**config.mk**
```make
export PLATFORM = sky130hd
export DESIGN_NAME = dtr_pll_ctrl
export DESIGN_NICKNAME = d
export VERILOG_FILES = /design/src/logic/dtr_pll_ctrl.v
export VERILOG_INCLUDE_DIRS = /design/src /design/src/logic
export SDC_FILE = /design/constraint.sdc
export NUM_CORES = 2
export LEC_CHECK = 0
export BUFFER_PORTS_ARGS = -buffer_cell sky130_fd_sc_hd__buf_2
export CORE_UTILIZATION = 50
export DETAILED_ROUTE_END_ITERATION = 16
export PLACE_DENSITY_LB_ADDON = 0.05
export SKIP_CTS_REPAIR_TIMING = 1
export SLEW_MARGIN = 40
export SYNTH_ARGS = -nofsm -noshare
export SYNTH_HDL_FRONTEND = slang
export SYNTH_SLANG_ARGS = --single-unit
export TNS_END_PERCENT = 30
```
**constraint.sdc**
```tcl
create_clock -name aclk -period 14.8 [get_ports aclk]
set_clock_uncertainty 0.1 [all_clocks]
set_input_delay 1.48 -clock aclk [delete_from_list [all_inputs] [get_ports aclk]]
set_output_delay 1.48 -clock aclk [all_outputs]
set_load 0.02 [all_outputs]
```
**src/logic/dtr_pll_defines.vh**
```
// Constants for the timing PLL control block: register map, fields, resets, timing.
// Assumes inclusion by the design file only; holds definitions and nothing else.
`ifndef DTR_PLL_DEFINES_VH
`define DTR_PLL_DEFINES_VH

// ==========================================================
// Register byte offsets on the AXI4-Lite slave
`define DTR_ADDR_W 8
`define DTR_OFS_REF_CHANGE 8'h00
`define DTR_OFS_PLL_CTRL 8'h04
`define DTR_OFS_SW_DELTA 8'h08
`define DTR_OFS_CENTRE 8'h0c
`define DTR_OFS_BANDWIDTH 8'h10
`define DTR_OFS_LOCK_RANGE 8'h14
`define DTR_OFS_LOCK_THRESH 8'h18
`define DTR_OFS_LOCK_INTV 8'h1c
`define DTR_OFS_REF_PERIOD 8'h20
`define DTR_OFS_STATUS 8'h24
`define DTR_OFS_OFFSET_NOW 8'h28

// ==========================================================
// Field positions
`define DTR_MODE_LO 0
`define DTR_REFSEL_LO 2
`define DTR_PMS_LO 4
`define DTR_CTL_IRM 0
`define DTR_CTL_SWE 3
`define DTR_CTL_SWF 4
`define DTR_BW_LPF_LO 0
`define DTR_BW_SLOPE_LO 4
`define DTR_BW_BYPASS 13
`define DTR_ST_FAIL_LO 0
`define DTR_ST_MCHG 4
`define DTR_ST_LOCK 5
`define DTR_ST_HOLD 6
`define DTR_ST_ACT_LO 8

// ==========================================================
// Mode and preference encodings
`define DTR_MODE_NORMAL 2'h0
`define DTR_MODE_HOLD 2'h1
`define DTR_MODE_AUTO 2'h2
`define DTR_MODE_FREE 2'h3
`define DTR_PMS_ROUND 3'h0
`define DTR_PMS_PREF 3'h1

// ==========================================================
// Reset values
`define DTR_RST_REF_CHANGE 7'h00
`define DTR_RST_CENTRE 32'h0a7c5ac4
`define DTR_RST_BANDWIDTH 14'h0384
`define DTR_RST_LOCK_RANGE 14'h0371
`define DTR_RST_LOCK_THRESH 16'h0040
`define DTR_RST_LOCK_INTV 8'h04
`define DTR_RST_REF_PERIOD 24'h000c35

// ==========================================================
// Timing: lock detector step, holdover history and frame length
`define DTR_CLK_KHZ 25000
`define DTR_STEP_MS 4
`define DTR_HIST_DEPTH 4
`define DTR_FRAME_LEN 16'h0040

`endif

```
**src/logic/dtr_pll_ctrl.v**
```verilog
// Control logic of the timing PLL: modes, reference choice, NCO and holdover.
// Assumes a 25 MHz aclk, synchronous inputs, and an AXI4-Lite master for access.
//
// Added by the designer: register access over AXI4-Lite and the placing of the registers.
`timescale 1ns/1ps
`include "dtr_pll_defines.vh"

module dtr_pll_ctrl #(
	parameter STEP_CYCLES = `DTR_STEP_MS * `DTR_CLK_KHZ
) (
	input wire aclk,
	input wire aresetn,
	input wire clk_en,
	input wire [7:0] s_axi_awaddr,
	input wire s_axi_awvalid,
	output wire s_axi_awready,
	input wire [31:0] s_axi_wdata,
	input wire [3:0] s_axi_wstrb,
	input wire s_axi_wvalid,
	output wire s_axi_wready,
	output reg [1:0] s_axi_bresp,
	output reg s_axi_bvalid,
	input wire s_axi_bready,
	input wire [7:0] s_axi_araddr,
	input wire s_axi_arvalid,
	output wire s_axi_arready,
	output reg [31:0] s_axi_rdata,
	output reg [1:0] s_axi_rresp,
	output reg s_axi_rvalid,
	input wire s_axi_rready,
	input wire [3:0] timing_reference_inputs,
	input wire [3:0] ref_ok,
	output reg [5:0] pll_clk_out,
	output reg [4:0] pll_frame_out,
	output reg pll_locked,
	output reg holdover_active,
	output reg [1:0] active_ref
);

	localparam ST_NORM = 1'b0;
	localparam ST_HOLD = 1'b1;

	// ==========================================================
	// Registers
	reg [6:0] reference_change_control_reg;
	reg [4:0] pll_control_reg;
	reg [15:0] software_delta_frequency_reg;
	reg [31:0] centre_freq_reg;
	reg [13:0] bandwidth_control_reg;
	reg [13:0] locking_range_reg;
	reg [15:0] lock_threshold_reg;
	reg [7:0] lock_interval_reg;
	reg [23:0] ref_period_reg;
	reg [3:0] ref_fail_flag;
	reg mode_change_flag;

	wire [1:0] mode = reference_change_control_reg[`DTR_MODE_LO+1:`DTR_MODE_LO];
	wire [1:0] ref_sel = reference_change_control_reg[`DTR_REFSEL_LO+1:`DTR_REFSEL_LO];
	wire [2:0] pms = reference_change_control_reg[`DTR_PMS_LO+2:`DTR_PMS_LO];
	wire irm = pll_control_reg[`DTR_CTL_IRM];
	wire software_mode_enable = pll_control_reg[`DTR_CTL_SWE];
	wire software_offset_immediate = pll_control_reg[`DTR_CTL_SWF];
	wire [3:0] lpf = bandwidth_control_reg[`DTR_BW_LPF_LO+3:`DTR_BW_LPF_LO];
	wire [7:0] slope = bandwidth_control_reg[`DTR_BW_SLOPE_LO+7:`DTR_BW_SLOPE_LO];
	wire bypass = bandwidth_control_reg[`DTR_BW_BYPASS];

	// ==========================================================
	// AXI4-Lite slave
	reg aw_held;
	reg w_held;
	reg [7:0] aw_addr;
	reg [31:0] w_data;
	reg [3:0] w_strb;
	assign s_axi_awready = clk_en & ~aw_held & ~s_axi_bvalid;
	assign s_axi_wready = clk_en & ~w_held & ~s_axi_bvalid;
	assign s_axi_arready = clk_en & ~s_axi_rvalid;

	wire [7:0] wa = aw_held ? aw_addr : s_axi_awaddr;
	wire [31:0] wd = w_held ? w_data : s_axi_wdata;
	wire [3:0] ws = w_held ? w_strb : s_axi_wstrb;
	wire aw_ok = aw_held | (s_axi_awvalid & s_axi_awready);
	wire w_ok = w_held | (s_axi_wvalid & s_axi_wready);
	wire do_wr = clk_en & aw_ok & w_ok & ~s_axi_bvalid;
	wire wr_map = (wa <= `DTR_OFS_REF_PERIOD) && (wa[1:0] == 2'h0);

	// Byte-lane merge of a write into the previous word.
	function [31:0] merge;
		input [31:0] old;
		input [31:0] nw;
		input [3:0] strb;
		integer b;
		begin
			merge = old;
			for (b = 0; b < 4; b = b + 1)
				if (strb[b])
					merge[8*b+:8] = nw[8*b+:8];
		end
	endfunction

	// Address and data are caught separately, in either order.
	always @(posedge aclk)
	begin
		if (!aresetn)
		begin
			aw_held <= 1'b0;
			w_held <= 1'b0;
			aw_addr <= 8'h00;
			w_data <= 32'h00000000;
			w_strb <= 4'h0;
			s_axi_bvalid <= 1'b0;
			s_axi_bresp <= 2'h0;
		end
		else if (clk_en)
		begin
			if (s_axi_awvalid && s_axi_awready && !do_wr)
			begin
				aw_held <= 1'b1;
				aw_addr <= s_axi_awaddr;
			end
			if (s_axi_wvalid && s_axi_wready && !do_wr)
			begin
				w_held <= 1'b1;
				w_data <= s_axi_wdata;
				w_strb <= s_axi_wstrb;
			end
			if (do_wr)
			begin
				aw_held <= 1'b0;
				w_held <= 1'b0;
				s_axi_bvalid <= 1'b1;
				s_axi_bresp <= (wr_map || wa == `DTR_OFS_STATUS) ? 2'h0 : 2'h2;
			end
			else if (s_axi_bready)
				s_axi_bvalid <= 1'b0;
		end
	end

	// ==========================================================
	// Core state declarations
	reg [31:0] nco_acc;
	reg signed [15:0] offset;
	reg signed [15:0] goal;
	reg auto_st;
	reg [1:0] cur_ref;
	reg [3:0] ref_prev;
	reg [3:0] ok_prev;
	reg [1:0] eff_prev;
	reg [23:0] per_cnt;
	reg edge_seen;
	reg [31:0] step_cnt;
	reg [7:0] good_steps;
	reg err_big;
	reg [15:0] frame_cnt;
	reg msb_prev;
	reg signed [15:0] hist [0:`DTR_HIST_DEPTH-1];

	// Effective mode: automatic resolves to tracking or holding.
	wire in_free = (mode == `DTR_MODE_FREE);
	wire tracking = (mode == `DTR_MODE_NORMAL) || (mode == `DTR_MODE_AUTO && auto_st == ST_NORM);
	wire holding = (mode == `DTR_MODE_HOLD) || (mode == `DTR_MODE_AUTO && auto_st == ST_HOLD);
	wire [1:0] eff = in_free ? 2'h3 : (holding ? 2'h1 : 2'h0);
	wire sw_on = in_free & software_mode_enable;
	wire step_tick = (step_cnt == STEP_CYCLES - 1);

	// Read mux; unmapped addresses return zero with a slave error.
	always @(posedge aclk)
	begin
		if (!aresetn)
		begin
			s_axi_rvalid <= 1'b0;
			s_axi_rdata <= 32'h00000000;
			s_axi_rresp <= 2'h0;
		end
		else if (clk_en)
		begin
			if (s_axi_arvalid && s_axi_arready)
			begin
				s_axi_rvalid <= 1'b1;
				s_axi_rresp <= 2'h0;
				if (s_axi_araddr == `DTR_OFS_REF_CHANGE)
					s_axi_rdata <= {25'h0, reference_change_control_reg};
				else if (s_axi_araddr == `DTR_OFS_PLL_CTRL)
					s_axi_rdata <= {27'h0, pll_control_reg};
				else if (s_axi_araddr == `DTR_OFS_SW_DELTA)
					s_axi_rdata <= {16'h0, software_delta_frequency_reg};
				else if (s_axi_araddr == `DTR_OFS_CENTRE)
					s_axi_rdata <= centre_freq_reg;
				else if (s_axi_araddr == `DTR_OFS_BANDWIDTH)
					s_axi_rdata <= {18'h0, bandwidth_control_reg};
				else if (s_axi_araddr == `DTR_OFS_LOCK_RANGE)
					s_axi_rdata <= {18'h0, locking_range_reg};
				else if (s_axi_araddr == `DTR_OFS_LOCK_THRESH)
					s_axi_rdata <= {16'h0, lock_threshold_reg};
				else if (s_axi_araddr == `DTR_OFS_LOCK_INTV)
					s_axi_rdata <= {24'h0, lock_interval_reg};
				else if (s_axi_araddr == `DTR_OFS_REF_PERIOD)
					s_axi_rdata <= {8'h0, ref_period_reg};
				else if (s_axi_araddr == `DTR_OFS_STATUS)
					s_axi_rdata <= {22'h0, active_ref, 1'b0, holdover_active, pll_locked,
						mode_change_flag, ref_fail_flag};
				else if (s_axi_araddr == `DTR_OFS_OFFSET_NOW)
					s_axi_rdata <= {16'h0, offset};
				else
				begin
					s_axi_rdata <= 32'h00000000;
					s_axi_rresp <= 2'h2;
				end
			end
			else if (s_axi_rready)
				s_axi_rvalid <= 1'b0;
		end
	end

	// Previous contents of the addressed register, widened to a bus word for the lane merge.
	reg [31:0] old_word;
	always @*
	begin
		old_word = 32'h00000000;
		if (wa == `DTR_OFS_REF_CHANGE)
			old_word = {25'h0, reference_change_control_reg};
		else if (wa == `DTR_OFS_PLL_CTRL)
			old_word = {27'h0, pll_control_reg};
		else if (wa == `DTR_OFS_SW_DELTA)
			old_word = {16'h0, software_delta_frequency_reg};
		else if (wa == `DTR_OFS_CENTRE)
			old_word = centre_freq_reg;
		else if (wa == `DTR_OFS_BANDWIDTH)
			old_word = {18'h0, bandwidth_control_reg};
		else if (wa == `DTR_OFS_LOCK_RANGE)
			old_word = {18'h0, locking_range_reg};
		else if (wa == `DTR_OFS_LOCK_THRESH)
			old_word = {16'h0, lock_threshold_reg};
		else if (wa == `DTR_OFS_LOCK_INTV)
			old_word = {24'h0, lock_interval_reg};
		else if (wa == `DTR_OFS_REF_PERIOD)
			old_word = {8'h0, ref_period_reg};
	end
	wire [31:0] new_word = merge(old_word, wd, ws);

	// Register writes; internal reset mode never touches these.
	always @(posedge aclk)
	begin
		if (!aresetn)
		begin
			reference_change_control_reg <= `DTR_RST_REF_CHANGE;
			pll_control_reg <= 5'h00;
			software_delta_frequency_reg <= 16'h0000;
			centre_freq_reg <= `DTR_RST_CENTRE;
			bandwidth_control_reg <= `DTR_RST_BANDWIDTH;
			locking_range_reg <= `DTR_RST_LOCK_RANGE;
			lock_threshold_reg <= `DTR_RST_LOCK_THRESH;
			lock_interval_reg <= `DTR_RST_LOCK_INTV;
			ref_period_reg <= `DTR_RST_REF_PERIOD;
		end
		else if (do_wr)
		begin
			if (wa == `DTR_OFS_REF_CHANGE)
				reference_change_control_reg <= new_word[6:0];
			else if (wa == `DTR_OFS_PLL_CTRL)
				pll_control_reg <= new_word[4:0] & 5'h19;
			else if (wa == `DTR_OFS_SW_DELTA)
				software_delta_frequency_reg <= new_word[15:0];
			else if (wa == `DTR_OFS_CENTRE)
				centre_freq_reg <= new_word;
			else if (wa == `DTR_OFS_BANDWIDTH)
				bandwidth_control_reg <= new_word[13:0];
			else if (wa == `DTR_OFS_LOCK_RANGE)
				locking_range_reg <= new_word[13:0];
			else if (wa == `DTR_OFS_LOCK_THRESH)
				lock_threshold_reg <= new_word[15:0];
			else if (wa == `DTR_OFS_LOCK_INTV)
				lock_interval_reg <= new_word[7:0];
			else if (wa == `DTR_OFS_REF_PERIOD)
				ref_period_reg <= new_word[23:0];
		end
	end

	// ==========================================================
	// Reference choice for the automatic state machine
	reg [1:0] pick;
	reg pick_ok;
	reg [1:0] cand;
	integer k;
	always @*
	begin
		pick = cur_ref;
		pick_ok = 1'b0;
		cand = 2'h0;
		if (pms == `DTR_PMS_PREF)
		begin
			// Primary first, then its next neighbour, never a third.
			if (ref_ok[ref_sel])
			begin
				pick = ref_sel;
				pick_ok = 1'b1;
			end
			else if (ref_ok[ref_sel + 2'h1])
			begin
				pick = ref_sel + 2'h1;
				pick_ok = 1'b1;
			end
		end
		else if (ref_ok[cur_ref])
			pick_ok = 1'b1;
		else
		begin
			// Search onward in circular order from the current reference.
			for (k = 3; k >= 1; k = k - 1)
			begin
				cand = cur_ref + k[1:0];
				if (ref_ok[cand])
				begin
					pick = cand;
					pick_ok = 1'b1;
				end
			end
		end
	end

	// Automatic mode: tracking while a reference is eligible, else holding.
	always @(posedge aclk)
	begin
		if (!aresetn)
		begin
			auto_st <= ST_NORM;
			cur_ref <= 2'h0;
		end
		else if (clk_en)
		begin
			if (mode != `DTR_MODE_AUTO)
			begin
				auto_st <= ST_NORM;
				cur_ref <= ref_sel;
			end
			else
			begin
				case (auto_st)
					ST_NORM:
						if (pick_ok)
							cur_ref <= pick;
						else
							auto_st <= ST_HOLD;
					default:
						if (pick_ok)
						begin
							cur_ref <= pick;
							auto_st <= ST_NORM;
						end
				endcase
			end
		end
	end

	// ==========================================================
	// Reference period measurement, lock detector, offset steering
	wire ref_edge = timing_reference_inputs[cur_ref] & ~ref_prev[cur_ref];
	wire signed [24:0] err = $signed({1'b0, ref_period_reg}) - $signed({1'b0, per_cnt});
	wire [24:0] err_abs = err[24] ? 25'h0 - err : err;
	wire signed [24:0] trk_raw = $signed({{9{offset[15]}}, offset}) + (err >>> lpf);
	wire signed [24:0] lim = $signed({11'h0, locking_range_reg});
	wire signed [24:0] trk = (trk_raw > lim) ? lim : ((trk_raw < -lim) ? -lim : trk_raw);
	wire signed [16:0] diff = $signed({goal[15], goal}) - $signed({offset[15], offset});
	wire signed [16:0] sl = $signed({9'h0, slope});
	wire sw_write = do_wr && (wa == `DTR_OFS_SW_DELTA);
	wire [15:0] sw_new = new_word[15:0];

	// History of the tracked offset, shifted on each step while tracking.
	genvar g;
	generate
		for (g = 0; g < `DTR_HIST_DEPTH; g = g + 1)
		begin : g_hist
			always @(posedge aclk)
			begin
				if (!aresetn || irm)
					hist[g] <= 16'h0000;
				else if (clk_en && step_tick && tracking)
					hist[g] <= (g == 0) ? offset : hist[(g == 0) ? 0 : g - 1];
			end
		end
	endgenerate

	// Steering of the frequency offset; internal reset mode holds it cleared.
	always @(posedge aclk)
	begin
		if (!aresetn || irm)
		begin
			offset <= 16'h0000;
			goal <= 16'h0000;
			per_cnt <= 24'h000000;
			edge_seen <= 1'b0;
			step_cnt <= 32'h00000000;
			good_steps <= 8'h00;
			err_big <= 1'b0;
			pll_locked <= 1'b0;
			ref_prev <= 4'h0;
			eff_prev <= 2'h0;
		end
		else if (clk_en)
		begin
			ref_prev <= timing_reference_inputs;
			eff_prev <= eff;
			step_cnt <= step_tick ? 32'h00000000 : step_cnt + 32'h00000001;
			per_cnt <= ref_edge ? 24'h000001 : per_cnt + 24'h000001;
			if (in_free)
			begin
				// Centre frequency only, unless software steering is on.
				edge_seen <= 1'b0;
				pll_locked <= 1'b0;
				goal <= sw_on ? software_delta_frequency_reg : 16'h0000;
				if (sw_on && software_offset_immediate && sw_write)
				begin
					offset <= sw_new;
					goal <= sw_new;
				end
				else if (!sw_on || eff_prev != 2'h3)
					offset <= sw_on && software_offset_immediate ? software_delta_frequency_reg : 16'h0000;
				else if (step_tick)
				begin
					// Approach at the slope limit unless bypassed.
					if (bypass || (diff <= sl && diff >= -sl))
						offset <= goal;
					else
						offset <= offset + (diff[16] ? -sl[15:0] : sl[15:0]);
				end
			end
			else if (holding)
			begin
				// Restore the oldest saved value, not the latest.
				edge_seen <= 1'b0;
				pll_locked <= 1'b0;
				if (eff_prev != 2'h1)
					offset <= hist[`DTR_HIST_DEPTH-1];
			end
			else if (ref_edge)
			begin
				edge_seen <= 1'b1;
				if (edge_seen)
				begin
					// Filtered period error, clamped to the locking range.
					offset <= trk[15:0];
					if (err_abs > {9'h0, lock_threshold_reg})
						err_big <= 1'b1;
				end
			end
			// Lock needs the whole interval of clean 4 ms steps.
			if (tracking && step_tick)
			begin
				err_big <= 1'b0;
				if (err_big || !edge_seen)
				begin
					good_steps <= 8'h00;
					pll_locked <= 1'b0;
				end
				else if (good_steps >= lock_interval_reg)
					pll_locked <= 1'b1;
				else
					good_steps <= good_steps + 8'h01;
			end
		end
	end

	// ==========================================================
	// Sticky status: hardware set wins over software clear.
	wire st_clr = do_wr && (wa == `DTR_OFS_STATUS) && ws[0];
	generate
		for (g = 0; g < 4; g = g + 1)
		begin : g_fail
			always @(posedge aclk)
			begin
				if (!aresetn)
					ref_fail_flag[g] <= 1'b0;
				else if (clk_en)
				begin
					if (ok_prev[g] && !ref_ok[g])
						ref_fail_flag[g] <= 1'b1;
					else if (st_clr && wd[`DTR_ST_FAIL_LO+g])
						ref_fail_flag[g] <= 1'b0;
				end
			end
		end
	endgenerate

	// Mode or active reference changes latch a flag; status outputs follow.
	always @(posedge aclk)
	begin
		if (!aresetn)
		begin
			ok_prev <= 4'h0;
			mode_change_flag <= 1'b0;
			holdover_active <= 1'b0;
			active_ref <= 2'h0;
		end
		else if (clk_en)
		begin
			ok_prev <= ref_ok;
			holdover_active <= holding;
			active_ref <= cur_ref;
			if (eff != eff_prev || active_ref != cur_ref)
				mode_change_flag <= 1'b1;
			else if (st_clr && wd[`DTR_ST_MCHG])
				mode_change_flag <= 1'b0;
		end
	end

	// ==========================================================
	// NCO: centre word plus offset; taps give the clocks and frame pulses.
	wire [31:0] fword = centre_freq_reg + {{16{offset[15]}}, offset};
	always @(posedge aclk)
	begin
		if (!aresetn || irm)
		begin
			nco_acc <= 32'h00000000;
			msb_prev <= 1'b0;
			frame_cnt <= 16'h0000;
		end
		else if (clk_en)
		begin
			nco_acc <= nco_acc + fword;
			msb_prev <= nco_acc[31];
			if (nco_acc[31] && !msb_prev)
				frame_cnt <= (frame_cnt == `DTR_FRAME_LEN - 16'h0001) ? 16'h0000
					: frame_cnt + 16'h0001;
		end
	end

	// Output clocks and frame pulses stay low in internal reset mode.
	generate
		for (g = 0; g < 6; g = g + 1)
		begin : g_clk
			always @(posedge aclk)
			begin
				if (!aresetn || irm)
					pll_clk_out[g] <= 1'b0;
				else if (clk_en)
					pll_clk_out[g] <= nco_acc[31-g];
			end
		end
		for (g = 0; g < 5; g = g + 1)
		begin : g_frm
			always @(posedge aclk)
			begin
				if (!aresetn || irm)
					pll_frame_out[g] <= 1'b0;
				else if (clk_en)
					pll_frame_out[g] <= (frame_cnt <= g);
			end
		end
	endgenerate

endmodule // dtr_pll_ctrl

```
# Word-level counts from Yosys, hierarchy flattened
# Memory sizes are Yosys's and may differ from the RTL's.
# Cells that the tools add are included.
[op_classes] add_sub_neg=18 reduce_logical=94 n_eq_ne=38 bitwise=32 n_mux=137 shifts=1 order_cmp=18
[ops] operator="2-to-1 mux 16 bit" n=22
[ops] operator="2-to-1 mux 32 bit" n=10
[ops] operator="2-to-1 mux 24 bit" n=11
[ops] operator="adder 32 bit" n=2
[ops] operator="equality test 8 x 5 -> 1 bit (second input constant)" n=8
[ops] operator="2-to-1 mux 8 bit" n=7
[ops] operator="2-to-1 mux 1 bit" n=55
[ops] operator="2-to-1 mux 2 bit" n=22
[ops] operator="equality test 8 x 6 -> 1 bit (second input constant)" n=5
[ops] operator="AND reduction 2 bit" n=17
[ops] operator="adder 32 x 1 -> 32 bit (second input constant)" n=1
[ops] operator="equality test 32 x 17 -> 1 bit (second input constant)" n=1
[ops] operator="equality test 8 x 4 -> 1 bit (second input constant)" n=4
[ops] operator="less-or-equal comparator 16 x 1 -> 1 bit (second input constant)" n=2
[ops] operator="less-or-equal comparator 16 x 2 -> 1 bit (second input constant)" n=2
[ops] operator="logical AND 1 bit" n=27
[ops] operator="nonzero test 2 bit" n=13
[ops] operator="adder 16 x 25 -> 25 bit" n=1
[ops] operator="> comparator 25 x 15 -> 1 bit" n=1
[ops] operator="> comparator 25 x 16 -> 1 bit" n=1
[ops] operator="less-than comparator 25 bit" n=1
[ops] operator="2-to-1 mux 25 bit" n=1
[ops] operator="negation 14 -> 25 bit" n=1
[ops] operator=">>> shifter 25 x 4 -> 25 bit" n=1
[ops] operator="other kinds (47)" n=122
[totals] elab_cells=392 out_inout_bits=56 reg_bits=397 mem_count=1 in_bits=68 ram_bits=64
[memory_table] name="hist" words=4 width=16 rd=4 rd_clocked_by_memory_dff=0 wr=4 line_no="dtr_pll_ctrl.v:155" source="reg signed [15:0] hist [0:`DTR_HIST_DEPTH-1];"

# Longest topological paths before layout
[logic_depth] depth_word=14 mapped_depth=39 mapped_depth_nobuf=36

# Least setup slack after synthesis
# Ideal clock, no wire load.
[synth_path] path_kind="register -> register" startpoint="register per_cnt[0]" endpoint="register offset[3]" n_path_buf=1 path_slack_ns=7.488 setup_time_ns=0.119 required_ns=14.581 path_stages_with_launch=32 arrival_time_ns=7.094 synth_period_minus_slack_ns=7.312 cell_sequence="dfxtp_1 -> ha_1 -> inv_1 -> fa_1 -> a211oi_2 -> o21ai_0 -> a21oi_1 -> o21ai_0 -> a21oi_1 -> xnor2_1 -> mux4_2 -> mux4_2 -> ha_1 -> a211oi_1 -> o211ai_1 -> a221oi_2 -> o21bai_1 -> xnor2_1 -> inv_1 -> ha_1 -> a21o_1 -> a21oi_1 -> o21ai_0 -> a211oi_1 -> maj3_2 -> o21bai_1 -> a211o_1 -> buf_6 -> mux2_4 -> a22oi_1 -> o221ai_1 -> o221a_1"
[synth_via] elab_chain_len=10 elab_cells_between_ends=11 cone_classes="add/sub (2); order compare (2); shift (1); mux (6)"
[synth_lines] item="start: declaration" line_no="dtr_pll_ctrl.v:148" source="reg [23:0] per_cnt;"
[synth_lines] item="start signal: assignment" line_no="dtr_pll_ctrl.v:403" source="per_cnt <= ref_edge ? 24'h000001 : per_cnt + 24'h000001;"
[synth_lines] item="subtractor 24 x 24 -> 25 bit (*)" line_no="dtr_pll_ctrl.v:357" source="wire signed [24:0] err = $signed({1'b0, ref_period_reg}) - $signed({1'b0, per_cnt});"
[synth_lines] item=">>> shifter 25 x 4 -> 25 bit (*)" line_no="dtr_pll_ctrl.v:359" source="wire signed [24:0] trk_raw = $signed({{9{offset[15]}}, offset}) + (err >>> lpf);"
[synth_lines] item="adder 16 x 25 -> 25 bit (*)" line_no="dtr_pll_ctrl.v:359"
[synth_lines] item="less-than comparator 25 bit" line_no="dtr_pll_ctrl.v:361" source="wire signed [24:0] trk = (trk_raw > lim) ? lim : ((trk_raw < -lim) ? -lim : trk_raw);"
[synth_lines] item="2-to-1 mux 16 bit" line_no="dtr_pll_ctrl.v:361"
[synth_lines] item="2-to-1 mux 16 bit (*)" line_no="dtr_pll_ctrl.v:361"
[synth_lines] item="2-to-1 mux 16 bit (*)" line_no="dtr_pll_ctrl.v:437" source="if (edge_seen)"
[synth_lines] item="2-to-1 mux 16 bit (*)" line_no="dtr_pll_ctrl.v:434" source="else if (ref_edge)"
[synth_lines] item="2-to-1 mux 16 bit (*)" line_no="dtr_pll_ctrl.v:426" source="else if (holding)"
[synth_lines] item="2-to-1 mux 16 bit (*)" line_no="dtr_pll_ctrl.v:404" source="if (in_free)"
[synth_lines] item="end signal: assignment" line_no="dtr_pll_ctrl.v:412" source="offset <= sw_new;"
[synth_lines] item="end signal: assignment" line_no="dtr_pll_ctrl.v:432" source="offset <= hist[`DTR_HIST_DEPTH-1];"
[synth_lines] item="end signal: assignment" line_no="dtr_pll_ctrl.v:440" source="offset <= trk[15:0];"
[synth_lines] item="end: declaration" line_no="dtr_pll_ctrl.v:141" source="reg signed [15:0] offset;"
# Mark *: on every way between the ends. The rest lies on a longest branch, timed or not. The select of a mux whose other input is x is not followed.
# A chain may end at the register's enable or synchronous reset.

# Final worst setup path
# Same ends and word-level chain as after synthesis.

==> out/qor.yml <==
status: "complete, no violations"
switching_share: 0.2906
port_buffers: 121
reg2reg_slack_ns: 6.06
fmax_mhz: 114.4
power.switching_mw: 0.9818
drv_slew: 0
root_buffer: "clkbuf_16"
wl_per_cell_um: 25.28
synth_top_area_frac: 0.2501
synthDistinctLibCells: 100
p_seq_frac: 0.394
slowest_stage: "mux4_2"
synth.most_common_cell: "nand2_1"
cp_max_fo: 34
vdd_drop_max_mv: 0.1067
post-route-period-util: 0.5908
grt_use_total: 0.3671
grt_overflow: 0
pwr-share-clk: 0.424
timing.final.crit_period_ns: 8.744
initial_core_util: 0.5094
synth_warnings: 0
drt-vias-per-instance: 6.425
powerDensity_nw_per_um2: 96.48
syn2layout_area_growth_pct: 10.77
tightest_slew_ns: 0.9814
globalplace.congestion: 1.054
postLayoutCoreUtil: 0.5643
report.final.hold_viol_count: 0
first_pass_iters: 7
clock_latency_ns: 0.64
cp_top_family: "compound AO/OA/AOI/OAI gates"
htree_levels: 2
holdPathEnd: "s_axi_rdata[24]"
synthFlopType: "dfxtp_1"
path_clk_slew_ns: 0.06
rows: 91
drt_wl_total_mm: 120.5
cts.sinks: 459
finalNetCount: 4195
core-area_um2: 62050
layoutNonFillerInstCount: 4767
grt_pass1_wl_mm: 177.9
critical_path.max_stage_delay_ns: 0.53
cp.arrival_ns: 9.15
synth_common_cells: "nand2_1, dfxtp_1, nor2_1"
grt_pass1_vias: 28610
yosys-top-cells-area: "dfxtp_1, ha_1, edfxtp_1, nand2_1, nor2_1"
startpoint_type: "flop"
drc_errors: 0
vias: 30630
maxSlewHeadroom: 0.3407
finalSetupViolCount: 0
leakage_nw: 14.97
cts_buffer_depth: 3
layout-drive-gt1-share: 0.09369
hold_start: "s_axi_rdata[24]"
power_frac_comb: 0.182
p_int_mw: 2.396
cap_violations: 0
largest_reg_flops: 64
final.setup.tns_ns: 0
grt_max_degree: 131
worstRegToRegCells: 32
die_w_um: 253.4
die_y_um: 253.4
ys_seq_area_frac: 0.3109
syn_area_um2: 31610
grt_antenna_before_repair: 1
regToRegEndpoint: "offset[3]"
numCtsBuffers: 51
ios: 124
async_flop_share: 0
synth_edf_count: 64
dieArea_um2: 64230
cts_tree: "built"
ys_ff_latch: 459
hold_depth: 2
cp.buffers_inverters: 4
dp_cells: 4670
fin_hold_ws_ns: 0.3681
yosys.area.top_type: "dfxtp_1"
regMostFlops: "hist"
rr_startpoint: "per_cnt[0]"
worstSetupEndpointType: "flop"
crit_required_ns: 15.20
worstSetupPathType: "flop to flop"
drtIter0Drc: 3583
syn_inst: 3851
grt_setup_unrepaired: "no"
worst_hold_path_type: "flop to flop"
syn_avg_cell_area_um2: 8.209
dp_hpwl_mm: 91.86
drtAntennaViolNets: 0
-- layout make-up --
cell class	count	area (um^2)
Clock buffer	74	1535
Multi-Input combinational cell	3023	20470
Antenna cell	2	5.005
Inverter	159	596.8
Clock inverter	21	364.1
Tap cell	837	1047
Sequential cell	459	9832
Timing Repair Buffer	192	1162
Fill cell	5673	27040
-- per-stage QoR --
step / power [mW] / area, um^2 / setup slack [ns]
final: 3.378 / 35020 / 6.056
after floorplan: 1.777 / 31620 / 7.488
after CTS: 3.376 / 35000 / 6.159
after global placement: 1.932 / 33020 / 6.362
after global routing: 3.491 / 35010 / 5.572
after detailed placement: 1.952 / 33100 / 6.207
-- worst register-to-register path, delay by kind of cell, from the launching register on --
kind | cells | cell delay, ns
XOR/XNOR | 2 | 0.42
flip-flops | 1 | 0.42
multiplexers | 3 | 1.37
AO/OA/AOI/OAI | 18 | 4.19
adder cells (fa/ha/maj) | 5 | 1.57
buffers and inverters | 4 | 0.57
-- metal layers --
metal	GRT usage	wire (um)
met1	0.4911	50300
met2	0.5632	52150
met3	0.07720	11370
met4	0.1711	6693
met5	0	0
-- cell families (layout without fill, tap and decap cells) --
kind of cell               after synthesis  count (layout)  share of synthesized area
muxes                                  151             151                    0.05118
DFF                                    459             459                     0.3109
and+or+nand+nor                       1336            1336                     0.1956
other                                    1               4                  0.0001186
buffers and inverters                  370             446                    0.04556
AOI/OAI and AO/OA                     1085            1085                     0.2350
adders and majority gates              242             242                     0.1043
xor gates and xnor gates               207             207                    0.05735
-- worst max path at each step --
stage / start / end / cells past startpoint
5_1_grt: per_cnt[0] / offset[3] / 34
4_1_cts: per_cnt[0] / offset[3] / 32
3_5_place_dp: per_cnt[0] / offset[3] / 32
3_3_place_gp: per_cnt[3] / offset[3] / 29
6_report: per_cnt[0] / offset[3] / 32
2_1_floorplan: per_cnt[0] / offset[3] / 31
-- layout by cell type (no fill, tap or decap), types with 62 or more instances in the layout --
master | synthesis | layout
buf_4 | 5 | 69
ha_1 | 205 | 205
xor2_1 | 75 | 75
xnor2_1 | 132 | 132
nand2_1 | 456 | 452
mux2i_1 | 123 | 119
dfxtp_1 | 395 | 393
buf_2 | 13 | 119
inv_1 | 157 | 157
nor3_1 | 83 | 79
o21ai_0 | 208 | 207
edfxtp_1 | 64 | 64
nor2_1 | 378 | 373
a21oi_1 | 248 | 246
and2_1 | 76 | 76
o211a_1 | 82 | 82
nand3_1 | 85 | 85
a21boi_0 | 62 | 62
-- power by group through the flow --
stage	registers [mW]	logic [mW]	clock network, mW
detailed placement	1.36	0.596	0
finish	1.33	0.615	1.43
global placement	1.35	0.578	0
global route	1.33	0.667	1.49
floorplan	1.35	0.426	0
CTS	1.33	0.602	1.45
(Power assumes the default switching activity.)
